**config.mk**
```make
export PLATFORM = sky130hd
export DESIGN_NAME = imps_top
export DESIGN_NICKNAME = d
export VERILOG_FILES = /design/src/rtl/imps_pkg.sv /design/src/rtl/imps_latch_low.sv /design/src/rtl/imps_irq.sv /design/src/rtl/imps_top.sv
export SDC_FILE = /design/constraint.sdc
export NUM_CORES = 1
export LEC_CHECK = 0
export BUFFER_PORTS_ARGS = -buffer_cell sky130_fd_sc_hd__buf_2
export CAP_MARGIN = 20
export CELL_PAD_IN_SITES_DETAIL_PLACEMENT = 0
export CELL_PAD_IN_SITES_GLOBAL_PLACEMENT = 1
export CORE_MARGIN = 2
export CORE_UTILIZATION = 36
export CTS_CLUSTER_DIAMETER = 50
export DETAILED_ROUTE_END_ITERATION = 8
export GPL_TIMING_DRIVEN = 0
export PLACE_DENSITY_LB_ADDON = 0.15
export SLEW_MARGIN = 30
export SYNTH_ARGS = -nofsm -noshare
export SYNTH_HDL_FRONTEND = slang
export SYNTH_HIERARCHICAL = 1
export SYNTH_SLANG_ARGS = --single-unit
export TNS_END_PERCENT = 1
```
**constraint.sdc**
```tcl
create_clock -name pclk -period 2.5 [get_ports pclk]
set_input_delay 0.625 -clock pclk [delete_from_list [all_inputs] [get_ports pclk]]
set_output_delay 0.625 -clock pclk [all_outputs]
set_load 0.02 [all_outputs]
```
**src/rtl/imps_pkg.sv**
```systemverilog
// Register map, field layout and encodings of the indirect access and status slice
package imps_pkg;
    localparam int unsigned REG_W = 16;
    localparam int unsigned IDX_W = 8;
    localparam int unsigned BYTE_AW = 12;

    // Register indices; byte address is four times the index
    localparam logic [IDX_W-1:0] IDX_CTRL = 8'h0d;
    localparam logic [IDX_W-1:0] IDX_ADDR_DATA = 8'h0e;
    localparam logic [IDX_W-1:0] IDX_STATUS = 8'h10;
    localparam logic [IDX_W-1:0] IDX_IRQ_STATUS = 8'h12;
    localparam logic [IDX_W-1:0] IDX_IRQ_MASK = 8'h13;

    // Indirect control fields
    localparam int unsigned CMD_HI = 15;
    localparam int unsigned CMD_LO = 14;
    localparam int unsigned SEL_HI = 4;
    localparam int unsigned SEL_LO = 0;
    localparam int unsigned SEL_W = 5;
    localparam logic [SEL_W-1:0] SPACE_STD = 5'h01;
    localparam logic [SEL_W-1:0] SPACE_VENDOR = 5'h1f;
    localparam logic [REG_W-1:0] VENDOR_TOP = 16'h04d1;
    localparam logic [REG_W-1:0] CTRL_RESET = 16'h0000;
    localparam logic [REG_W-1:0] ADDR_DATA_RESET = 16'h0000;
    localparam logic [REG_W-1:0] PTR_STEP = 16'h0001;

    typedef enum logic [1:0] {
        IMPS_CMD_ADDR = 2'h0,
        IMPS_CMD_DATA = 2'h1,
        IMPS_CMD_INC_RW = 2'h2,
        IMPS_CMD_INC_W = 2'h3
    } imps_cmd_t;

    // Status fields
    localparam int unsigned ST_CHAN = 10;
    localparam int unsigned ST_LOCK = 9;
    localparam int unsigned ST_PIN = 7;
    localparam int unsigned ST_LOOP = 3;
    localparam int unsigned ST_DUPLEX = 2;
    localparam int unsigned ST_LINK = 0;
    localparam logic [REG_W-1:0] STATUS_RESET = 16'h0004;

    // Latched-low flag order inside the latch vector
    localparam int unsigned LL_CHAN = 0;
    localparam int unsigned LL_LOCK = 1;
    localparam int unsigned LL_LINK = 2;
    localparam int unsigned LL_W = 3;

    // Interrupt event bits
    localparam int unsigned EV_CHAN_LOST = 0;
    localparam int unsigned EV_LOCK_LOST = 1;
    localparam int unsigned EV_LINK_DOWN = 2;
    localparam int unsigned EV_LINK_UP = 3;
    localparam int unsigned EV_W = 4;
    localparam logic [EV_W-1:0] IRQ_MASK_RESET = 4'h0;

    function automatic logic [BYTE_AW-1:0] idx_to_byte(input logic [IDX_W-1:0] idx);
        return {2'h0, idx, 2'h0};
    endfunction
endpackage

```
**src/rtl/imps_latch_low.sv**
```systemverilog
// Latched-low condition flags, reloaded with the live value on a read
`timescale 1ns/10ps
module imps_latch_low
    import imps_pkg::*;
#(
    parameter int unsigned W = 3
) (
    // Clock and reset
    input wire logic pclk,
    input wire logic presetn,
    input wire logic ce,
    // Conditions and read strobe
    input wire logic [W-1:0] live,
    input wire logic rd_clr,
    // Latched view
    output logic [W-1:0] q
);
    logic [W-1:0] next_q;

    if (W < 1) begin : g_chk
        $error("imps_latch_low needs W of at least 1");
    end

    always_comb begin
        next_q = q;
        if (ce) begin
            // reload on read
            // The reload copies the live value, so a loss during the read is kept
            next_q = rd_clr ? live : (q & live);
        end
    end

    always_ff @(posedge pclk or negedge presetn) begin
        if (!presetn) begin
            q <= '0;
        end else begin
            q <= next_q;
        end
    end
endmodule

```
**src/rtl/imps_irq.sv**
```systemverilog
// Sticky interrupt status with write-one-to-clear and masked level output
`timescale 1ns/10ps
module imps_irq
    import imps_pkg::*;
#(
    parameter int unsigned W = 4
) (
    // Clock and reset
    input wire logic pclk,
    input wire logic presetn,
    input wire logic ce,
    // Events and software access
    input wire logic [W-1:0] evt,
    input wire logic wr_clr,
    input wire logic [W-1:0] clr_bits,
    input wire logic [W-1:0] mask,
    // Results
    output logic [W-1:0] status,
    output logic irq
);
    logic [W-1:0] next_status;

    if (W < 1) begin : g_chk
        $error("imps_irq needs W of at least 1");
    end

    always_comb begin
        next_status = status;
        if (ce) begin
            // Set wins over a clear in the same cycle
            next_status = (status & ~(wr_clr ? clr_bits : '0)) | evt;
        end
    end

    always_ff @(posedge pclk or negedge presetn) begin
        if (!presetn) begin
            status <= '0;
        end else begin
            status <= next_status;
        end
    end

    assign irq = |(status & mask);
endmodule

```
**src/rtl/imps_top.sv**
```systemverilog
// APB register slice: indirect extended-space access and link status
//
// Functional notes
// - Command 0 makes address/data a pointer; command 1 a data port, no increment.
// - Command 2 increments the pointer after every data read and write.
// - Command 3 increments the pointer after data writes only.
// - Five-bit space select steers every indirect access.
// - Select all ones reaches the vendor space; the pointer is not limited to 0x04d1.
// - Select 00001 reaches standard device space one.
// - Other select codes: indirect accesses ignored, writes change nothing.
// - Address/data holds the pointer in command 0, otherwise the data.
// - Status bit 10: channel ok, latched low.
// - Status bit 9: descrambler lock, latched low.
// - Status bit 7 set once interrupt asserted; cleared by reading register 0x12.
// - Status bit 2 shows duplex, 1 full; resets to 1.
// - Status bit 0 shows link, latched low; resets to 0.
`timescale 1ns/10ps
module imps_top
    import imps_pkg::*;
#(
    parameter int unsigned APB_AW = 12
) (
    // Clock, reset, enable
    input wire logic pclk,
    input wire logic presetn,
    input wire logic ce,
    // APB slave
    input wire logic [APB_AW-1:0] paddr,
    input wire logic psel,
    input wire logic penable,
    input wire logic pwrite,
    input wire logic [31:0] pwdata,
    input wire logic [3:0] pstrb,
    output logic [31:0] prdata,
    output logic pready,
    output logic pslverr,
    // Live PHY conditions
    input wire logic channel_ok,
    input wire logic descr_lock,
    input wire logic link_up,
    input wire logic mac_loopback,
    input wire logic full_duplex,
    // Extended register space
    output logic [SEL_W-1:0] mmd_space,
    output logic [REG_W-1:0] mmd_addr,
    input wire logic [REG_W-1:0] mmd_rdata,
    output logic mmd_wr,
    output logic [SEL_W-1:0] mmd_wspace,
    output logic [REG_W-1:0] mmd_waddr,
    output logic [REG_W-1:0] mmd_wdata,
    // Interrupt
    output logic irq
);
    if (APB_AW < BYTE_AW) begin : g_chk
        $error("imps_top needs APB_AW of at least 12");
    end

    function automatic logic hit(input logic [APB_AW-1:0] a, input logic [IDX_W-1:0] idx);
        return a == APB_AW'(idx_to_byte(idx));
    endfunction

    // Byte-lane merge of a 16-bit register with APB write data
    function automatic logic [REG_W-1:0] merge16(input logic [REG_W-1:0] old,
                                                 input logic [31:0] wd,
                                                 input logic [3:0] st);
        logic [REG_W-1:0] r;
        r = old;
        if (st[0]) begin
            r[7:0] = wd[7:0];
        end
        if (st[1]) begin
            r[15:8] = wd[15:8];
        end
        return r;
    endfunction

    // Registers
    imps_cmd_t cmd;
    logic [SEL_W-1:0] space_select;
    logic [REG_W-1:0] ptr [2];
    logic [EV_W-1:0] irq_mask;
    logic pin_flag;
    logic duplex_q;
    logic loop_q;
    logic [LL_W-1:0] prev_live;
    imps_cmd_t next_cmd;
    logic [SEL_W-1:0] next_space_select;
    logic [REG_W-1:0] next_ptr [2];
    logic [EV_W-1:0] next_irq_mask;
    logic next_pin_flag;
    logic next_duplex_q;
    logic next_loop_q;
    logic [LL_W-1:0] next_prev_live;
    logic [31:0] next_prdata;
    logic next_mmd_wr;
    logic [SEL_W-1:0] next_mmd_wspace;
    logic [REG_W-1:0] next_mmd_waddr;
    logic [REG_W-1:0] next_mmd_wdata;

    // Decode
    logic setup;
    logic access;
    logic wr_acc;
    logic rd_acc;
    logic mapped;
    logic sel_ok;
    logic sp;
    logic [REG_W-1:0] cur_ptr;
    logic data_mode;
    logic ad_wr;
    logic ad_rd;
    logic [REG_W-1:0] ad_wval;
    logic [LL_W-1:0] live;
    logic [LL_W-1:0] latched;
    logic [EV_W-1:0] evt;
    logic [EV_W-1:0] irq_status;
    logic [REG_W-1:0] status_word;
    logic [REG_W-1:0] ctrl_wval;
    logic [REG_W-1:0] mask_wval;
    logic st_rd;

    assign setup = psel && !penable && ce;
    assign access = psel && penable && ce;
    assign wr_acc = access && pwrite;
    assign rd_acc = access && !pwrite;
    assign mapped = hit(paddr, IDX_CTRL) || hit(paddr, IDX_ADDR_DATA) ||
                    hit(paddr, IDX_STATUS) || hit(paddr, IDX_IRQ_STATUS) ||
                    hit(paddr, IDX_IRQ_MASK);
    // Frozen block holds the bus off instead of losing a transfer
    assign pready = ce;
    assign pslverr = access && !mapped;

    // Space filter
    assign sel_ok = (space_select == SPACE_STD) || (space_select == SPACE_VENDOR);
    assign sp = (space_select == SPACE_VENDOR);
    assign cur_ptr = ptr[sp];
    assign data_mode = (cmd != IMPS_CMD_ADDR);
    assign ad_wr = wr_acc && hit(paddr, IDX_ADDR_DATA) && sel_ok;
    assign ad_rd = rd_acc && hit(paddr, IDX_ADDR_DATA) && sel_ok;
    assign ad_wval = merge16(data_mode ? mmd_rdata : cur_ptr, pwdata, pstrb);
    assign ctrl_wval = merge16({cmd, 9'h000, space_select}, pwdata, pstrb);
    assign mask_wval = merge16({12'h000, irq_mask}, pwdata, pstrb);
    assign st_rd = rd_acc && hit(paddr, IDX_STATUS);
    // Read port follows the selected pointer; VENDOR_TOP does not bound the vendor range
    assign mmd_space = space_select;
    assign mmd_addr = cur_ptr;

    assign live[LL_CHAN] = channel_ok;
    assign live[LL_LOCK] = descr_lock;
    assign live[LL_LINK] = link_up;

    // Channel, lock and link latch low
    imps_latch_low #(
        .W(LL_W)
    ) u_latch (
        .pclk(pclk),
        .presetn(presetn),
        .ce(ce),
        .live(live),
        .rd_clr(st_rd),
        .q(latched)
    );

    assign evt[EV_CHAN_LOST] = prev_live[LL_CHAN] && !channel_ok;
    assign evt[EV_LOCK_LOST] = prev_live[LL_LOCK] && !descr_lock;
    assign evt[EV_LINK_DOWN] = prev_live[LL_LINK] && !link_up;
    assign evt[EV_LINK_UP] = !prev_live[LL_LINK] && link_up;

    imps_irq #(
        .W(EV_W)
    ) u_irq (
        .pclk(pclk),
        .presetn(presetn),
        .ce(ce),
        .evt(evt),
        .wr_clr(wr_acc && hit(paddr, IDX_IRQ_STATUS)),
        .clr_bits(pwdata[EV_W-1:0]),
        .mask(irq_mask),
        .status(irq_status),
        .irq(irq)
    );

    always_comb begin
        status_word = '0;
        status_word[ST_CHAN] = latched[LL_CHAN];
        status_word[ST_LOCK] = latched[LL_LOCK];
        status_word[ST_PIN] = pin_flag;
        status_word[ST_LOOP] = loop_q;
        status_word[ST_DUPLEX] = duplex_q;
        status_word[ST_LINK] = latched[LL_LINK];
    end

    always_comb begin
        next_cmd = cmd;
        next_space_select = space_select;
        next_ptr = ptr;
        next_irq_mask = irq_mask;
        next_pin_flag = pin_flag;
        next_duplex_q = duplex_q;
        next_loop_q = loop_q;
        next_prev_live = prev_live;
        next_prdata = prdata;
        next_mmd_wr = 1'b0;
        next_mmd_wspace = mmd_wspace;
        next_mmd_waddr = mmd_waddr;
        next_mmd_wdata = mmd_wdata;
        if (ce) begin
            next_prev_live = live;
            next_loop_q = mac_loopback;
            next_duplex_q = full_duplex;
            if (wr_acc && hit(paddr, IDX_CTRL)) begin
                next_cmd = imps_cmd_t'(ctrl_wval[CMD_HI:CMD_LO]);
                next_space_select = ctrl_wval[SEL_HI:SEL_LO];
            end
            if (wr_acc && hit(paddr, IDX_IRQ_MASK)) begin
                next_irq_mask = mask_wval[EV_W-1:0];
            end
            if (ad_wr) begin
                unique case (cmd)
                    IMPS_CMD_ADDR: begin
                        next_ptr[sp] = ad_wval;
                    end
                    IMPS_CMD_DATA: begin
                        next_mmd_wr = 1'b1;
                    end
                    IMPS_CMD_INC_RW, IMPS_CMD_INC_W: begin
                        next_mmd_wr = 1'b1;
                        next_ptr[sp] = cur_ptr + PTR_STEP;
                    end
                endcase
                next_mmd_wspace = space_select;
                next_mmd_waddr = cur_ptr;
                next_mmd_wdata = ad_wval;
            end
            // read increment only in command 2
            if (ad_rd && cmd == IMPS_CMD_INC_RW) begin
                next_ptr[sp] = cur_ptr + PTR_STEP;
            end
            // set on interrupt, cleared by reading 0x12, set wins
            if (rd_acc && hit(paddr, IDX_IRQ_STATUS)) begin
                next_pin_flag = 1'b0;
            end
            if (irq) begin
                next_pin_flag = 1'b1;
            end
            if (setup && !pwrite) begin
                next_prdata = '0;
                if (hit(paddr, IDX_CTRL)) begin
                    next_prdata[CMD_HI:CMD_LO] = cmd;
                    next_prdata[SEL_HI:SEL_LO] = space_select;
                end else if (hit(paddr, IDX_ADDR_DATA)) begin
                    if (sel_ok) begin
                        next_prdata[REG_W-1:0] = data_mode ? mmd_rdata : cur_ptr;
                    end
                end else if (hit(paddr, IDX_STATUS)) begin
                    next_prdata[REG_W-1:0] = status_word;
                end else if (hit(paddr, IDX_IRQ_STATUS)) begin
                    next_prdata[EV_W-1:0] = irq_status;
                end else if (hit(paddr, IDX_IRQ_MASK)) begin
                    next_prdata[EV_W-1:0] = irq_mask;
                end
            end
        end
    end

    always_ff @(posedge pclk or negedge presetn) begin
        if (!presetn) begin
            cmd <= imps_cmd_t'(CTRL_RESET[CMD_HI:CMD_LO]);
            space_select <= CTRL_RESET[SEL_HI:SEL_LO];
            ptr[0] <= ADDR_DATA_RESET;
            ptr[1] <= ADDR_DATA_RESET;
            irq_mask <= IRQ_MASK_RESET;
            pin_flag <= STATUS_RESET[ST_PIN];
            duplex_q <= STATUS_RESET[ST_DUPLEX];
            loop_q <= STATUS_RESET[ST_LOOP];
            prev_live <= '0;
            prdata <= '0;
            mmd_wr <= 1'b0;
            mmd_wspace <= '0;
            mmd_waddr <= '0;
            mmd_wdata <= '0;
        end else begin
            cmd <= next_cmd;
            space_select <= next_space_select;
            ptr <= next_ptr;
            irq_mask <= next_irq_mask;
            pin_flag <= next_pin_flag;
            duplex_q <= next_duplex_q;
            loop_q <= next_loop_q;
            prev_live <= next_prev_live;
            prdata <= next_prdata;
            mmd_wr <= next_mmd_wr;
            mmd_wspace <= next_mmd_wspace;
            mmd_waddr <= next_mmd_waddr;
            mmd_wdata <= next_mmd_wdata;
        end
    end
endmodule

```
== Word-level counts from Yosys, hierarchy flattened ==
Cells that the tools add are included.
Widths: inputs -> output; s select.
Cells by class
  $add $sub $neg: 1
  multiply operators: 0
  div/mod/pow operators: 0
  order comparisons: 2
  eq/ne operators: 10
  shift-type cells: 0
  multiplexer cells: 31
  bitwise logic cells: 6
  reductions and logical operators: 47
Operator list (number)
  $mux 16: 7
  $bwmux 32: 3
  $mux 32: 3
  $pmux 32 s2: 1
  $eq 12x7->1 const B: 3
  $eq 12x6->1 const B: 2
  $logic_and 1x1->1: 23
  $add 16x1->16 const B: 1
  $demux 16 s1: 1
  $mux 4: 4
  $mux 8: 2
  $mux 9: 1
  $reduce_and 3->1: 3
  $and 4x4->4: 2
  $logic_not 1->1: 7
  $mux 7: 1
  $reduce_and 2->1: 3
  $eq 5x1->1 const B: 1
  $eq 5x5->1 const B: 1
  $logic_or 1x1->1: 5
  $mux 1: 5
  $mux 5: 1
  $eq 2x2->1 const B: 2
  $not 4->4: 1
  other kinds (13): 14
Word-level totals
  register bits after elaboration: 110
  latch bits: 0
  memory bits (writable): 0
  ROM bits: 0
  word-level logic and storage cells: 113
  memories kept: 0

== Longest topological paths before layout ==
  word-level depth: 13
  depth in mapped cells: 13
  depth with buffers taken out: 12

== Modules after synthesis ==
Netlist, hierarchy kept.
Modules (own cells, without submodules)
  imps_top: instances 1, cells each 829, area each 6869.1 µm²
  imps_irq: instances 1, cells each 16, area each 181.4 µm²
  imps_latch_low: instances 1, cells each 12, area each 116.4 µm²

== Worst setup path before layout ==
Ideal clock, no wire load.
  path type: reg2reg
  start point: register space_select[3], in the netlist mmd_space[3]
  end point: register ptr[28] (netlist name)
  setup time: 0.099 ns
  data arrival time: 2.945 ns
  slack: -0.544 ns
  stages on the path, launching flop included: 14
  period minus slack after synthesis: 3.044 ns
  cells stage by stage: dfrtp_1 nand4_2 nor2_4 buf_4 mux2i_1 inv_1 ha_1 nand3_1 or2_2 o32a_1 nor2_1 xnor2_1 nor3b_1 a311oi_1
RTL lines
  start: declaration: line imps_top.sv:79  | logic [SEL_W-1:0] space_select;
  start signal: assignment: line imps_top.sv:269  | space_select <= CTRL_RESET[SEL_HI:SEL_LO];
  start signal: assignment: line imps_top.sv:284  | space_select <= next_space_select;
  $eq 5x5->1 *: line imps_top.sv:135  | assign sp = (space_select == SPACE_VENDOR);
  $not 1->2 (implied by the code) *: line imps_top.sv:136  | assign cur_ptr = ptr[sp];
  $mux 16 (implied by the code) * (3 in a row): line imps_top.sv:136
  net mmd_addr[1]: line imps_top.sv:45  | output logic [REG_W-1:0] mmd_addr,
  $add 16x1->16 *: line imps_top.sv:228, imps_top.sv:237
  $bwmux 32: line imps_top.sv:228  | next_ptr[sp] = cur_ptr + PTR_STEP;
  $pmux 32 s2: line imps_top.sv:219  | unique case (cmd)
  $mux 32: line imps_top.sv:218  | if (ad_wr) begin
  $mux 32: line imps_top.sv:207  | if (ce) begin
  $bwmux 32: line imps_top.sv:237  | next_ptr[sp] = cur_ptr + PTR_STEP;
  $mux 32 *: line imps_top.sv:236  | if (ad_rd && cmd == IMPS_CMD_INC_RW) begin
  end signal: assignment: line imps_top.sv:285  | ptr <= next_ptr;
  end: declaration: line imps_top.sv:80  | logic [REG_W-1:0] ptr [2];
Mark *: on every way through the listed nets, which the timed path passes. The rest lies on a longest branch. The select of a mux whose other input is x is not followed.
A chain may end at the register's enable or synchronous reset.

== Worst setup path in the final report ==
  start point: register space_select[1], in the netlist mmd_space[1]
  end point: register ptr[28] (netlist name)
Between the ends
  longest elaborated chain between the ends: 13
RTL lines (line)
  parallel branches: the longest is 12 deep, another holds $add 16x1->16
  $mux 32 *: imps_top.sv:236
Every way passes the cells marked *. The select of a mux whose other input is x is not followed.

==> flow_summary.yaml <==
global_routing:
  grt_usage: 0.303
  grt_first_pass_wirelength_um: 47700
  grt_max_degree: 79
  overflow: 0
  antenna_found_initial: 0
  grt_pass1_vias: 7384
detailed_routing:
  drt-pass1-iter-count: 6
  routed-via-count: 7758
  wl_um: 32500
  met3_length_um: 2810
  avgRoutedWirePerCell_um: 24.6
  routed_via_density: 5.88
  drt-initial-drc-count: 789
  ant_nets: 0
  met1Wirelength_um: 13200
  route.met2.wl_um: 14600
  top_layer: "met4"
  route.detailed.drc: 0
finish:
  n_antenna_cell: 0
  drive_gt1_frac: 0.318
  final_nets: 1125
  area_delta_synth_final_pct: 31.7
  fin_cells: 1319
synth:
  yosysSeqAreaShare: 0.384
  synthFlopType: "dfrtp_1"
  synth_cell_types: 78
  yosysTopAreaCell: "dfrtp_1"
  synthCells: 857
  synth.most_common_cell: "dfrtp_1"
  syn_area_mm2: 0.00717
  async_flop_share: 1.00
  synthTopCellsByArea: "dfrtp_1, a21oi_1, o21ai_0"
  postSynthAreaPerCell_um2: 8.36
  yosys_warnings: 6
  synth_common_cells: "dfrtp_1, nand2_1, a21oi_1, o21ai_0, nor2_1"
  synth_edf_count: 0
  yosysTopAreaCellShare: 0.381
  synth_seq_cells: 110
critical_path:
  critPathMaxStageDelay_ps: 410
  critPathLaunchType: "flop"
  critPathCaptureType: "flop"
  crit_type: "reg -> reg"
  critPathTopFamily: "simple AND/OR/NAND/NOR gates"
  arrival_ps: 3030
  crit_fanout: 8
  timing.critical_path.buf_inv: 2
  cp_cell_sequence: "nand4_4 > nor2_4 > buf_12 > mux2i_4 > inv_2 > ha_4 > and3_4 > nand4_1 > o32a_1 > nor2_1 > xnor2_1 > nor3b_2 > a311oi_2"
  slowest_stage: "dfrtp_2"
  crit_required_ps: 2780
sta:
  fmax_mhz: 364
  slew_violations: 0
  period_needed_ps: 2740
  relSlewSlack: 0.426
  finalHoldViolations: 0
  setup_viol: 34
  tightestPinTransition_ps: 862
  setup_slack_ps: -244
  fin_skew_ps: 9.99
  grt_setup_unrepaired: "yes"
  fin_crit_sh: 1.10
place:
  portBuffers: 132
  globalplace.congestion: 1.03
  pre_cts_slack_ps: -859
  post-dp-hpwl_um: 23600
  dp.cells: 1270
power_and_ir_drop:
  internal_power_mw: 2.99
  p_sw_frac: 0.298
  powerDensity_mw_per_mm2: 451
  leakage_nw: 4.41
  clock_power_share: 0.393
  seq_power_share: 0.440
  vdd_drop_max_mv: 0.299
  p_comb_frac: 0.167
  p_sw_mw: 1.27
floorplanning:
  die_h_um: 145
  dieWidth_um: 145
  ios: 169
  core_mm2: 0.0195
  initial_core_util: 0.367
  die_area_mm2: 0.0211
  num_rows: 51
clock_tree:
  cts_sinks: 110
  clkTransAtPathRegs_ps: 80
  cts_htree_levels: 3
  hold_buffers: 0
  cts_max_path_buffers: 2
  cts_tree: "built"
  cts_buffers: 9
  clk_latency_ps: 370
  root_buffer: "clkbuf_16"
min_path:
  hold_path_class: "in -> async"
flow_run:
  maxCapViolations: 0
status:
  status: "finished with violations"
  violations: "negative setup slack"
## power by group through the flow
stage,clock network [mW],logic (mW),registers (mW)
2_1_floorplan,0,0.371,1.91
3_3_place_gp,0,0.650,1.90
3_5_place_dp,0,0.659,1.90
4_1_cts,1.71,0.692,1.87
5_1_grt,1.76,0.766,1.88
6_report,1.67,0.712,1.87
## sequential cells by signal, summed over array words and instances (netlist names)
signal        cells
cmd               2
duplex_q          1
irq_mask          4
loop_q            1
mmd_space         5
mmd_waddr        16
mmd_wdata        16
mmd_wr            1
mmd_wspace        5
pin_flag          1
prdata           16
prev_live         3
ptr              32
u_irq/status      4
u_latch/q         3
## area by class of cell
type                       count  area [µm²]
clock buffer                   9         225
inverter                      32         130
fill                        1988       10100
timing repair buffer         167        1000
buffer                        72         465
sequential                   110        2760
tap                          265         332
multi-input combinational    657        4410
clock inverter                 7         115
## per-layer routing
| layer | GRT usage | up-vias |
|---|---|---|
| met4 | 0.162 | 0 |
| met3 | 0.0572 | 116 |
| met2 | 0.470 | 484 |
| met1 | 0.402 | 3688 |
| li1 | - | 3470 |
| met5 | 0 | - |
## cell families after synthesis
group	count (synthesis)	synth area share
other	1	0.000523
adders and majority gates	2	0.00314
xor gates and xnor gates	19	0.0232
AOI/OAI and AO/OA	267	0.232
and+or+nand+nor	299	0.208
muxes	54	0.0789
DFF	110	0.384
buffers and inverters	105	0.0698
## metrics by stage
stage	instance area [µm²]	TNS, ps	utilization	hold slack (ps)	power [mW]
3_3_place_gp	8280	-133170	0.424	446	2.55
5_1_grt	9440	-6890	0.483	133	4.41
6_report	9440	-3910	0.483	111	4.26
3_5_place_dp	8320	-48930	0.426	456	2.56
4_1_cts	9180	-3600	0.470	126	4.28
2_1_floorplan	7280	-643	-	329	2.28
## cells in the final DEF (no fill, tap or decap), types with 9 or more instances in the layout
cell       instances
clkbuf_16          9
nand3_1           26
buf_6             10
nand2b_1          12
mux2i_1           22
a211oi_1           9
a22oi_1            9
buf_2            129
nand2_1           92
a31oi_1           11
mux2_2            20
nand4_1           12
inv_2             10
dfrtp_1          104
mux2i_4           11
nor2_1            70
nor3_1            15
xnor2_1           13
buf_4             55
clkbuf_1          25
a21oi_1           75
a22o_1            12
conb_1            16
inv_1             19
o21ai_0           67
clkbuf_2          10
## worst paths after layout
kind                                    start             to  slack (ps)  cells after the start
max in group asynchronous             presetn       duplex_q        1650                      2
worst max-delay path             mmd_space[1]        ptr[28]        -240                     13
worst max register to register   mmd_space[1]        ptr[28]        -240                     13
worst min-delay path                  presetn        ptr[12]         110                      1
worst min register to register  mmd_wspace[3]  mmd_wspace[3]         480                      2
min in group pclk               mmd_wspace[3]  mmd_wspace[3]         480                      2
## what timing repair did
action / in CTS / in global routing
setup endpoints to repair: 88 / 88
gates resized for setup: 86 / 55
setup buffers: 23 / 11
pin swaps: 15 / 20
No activity file was read; power rests on OpenSTA's default activity.
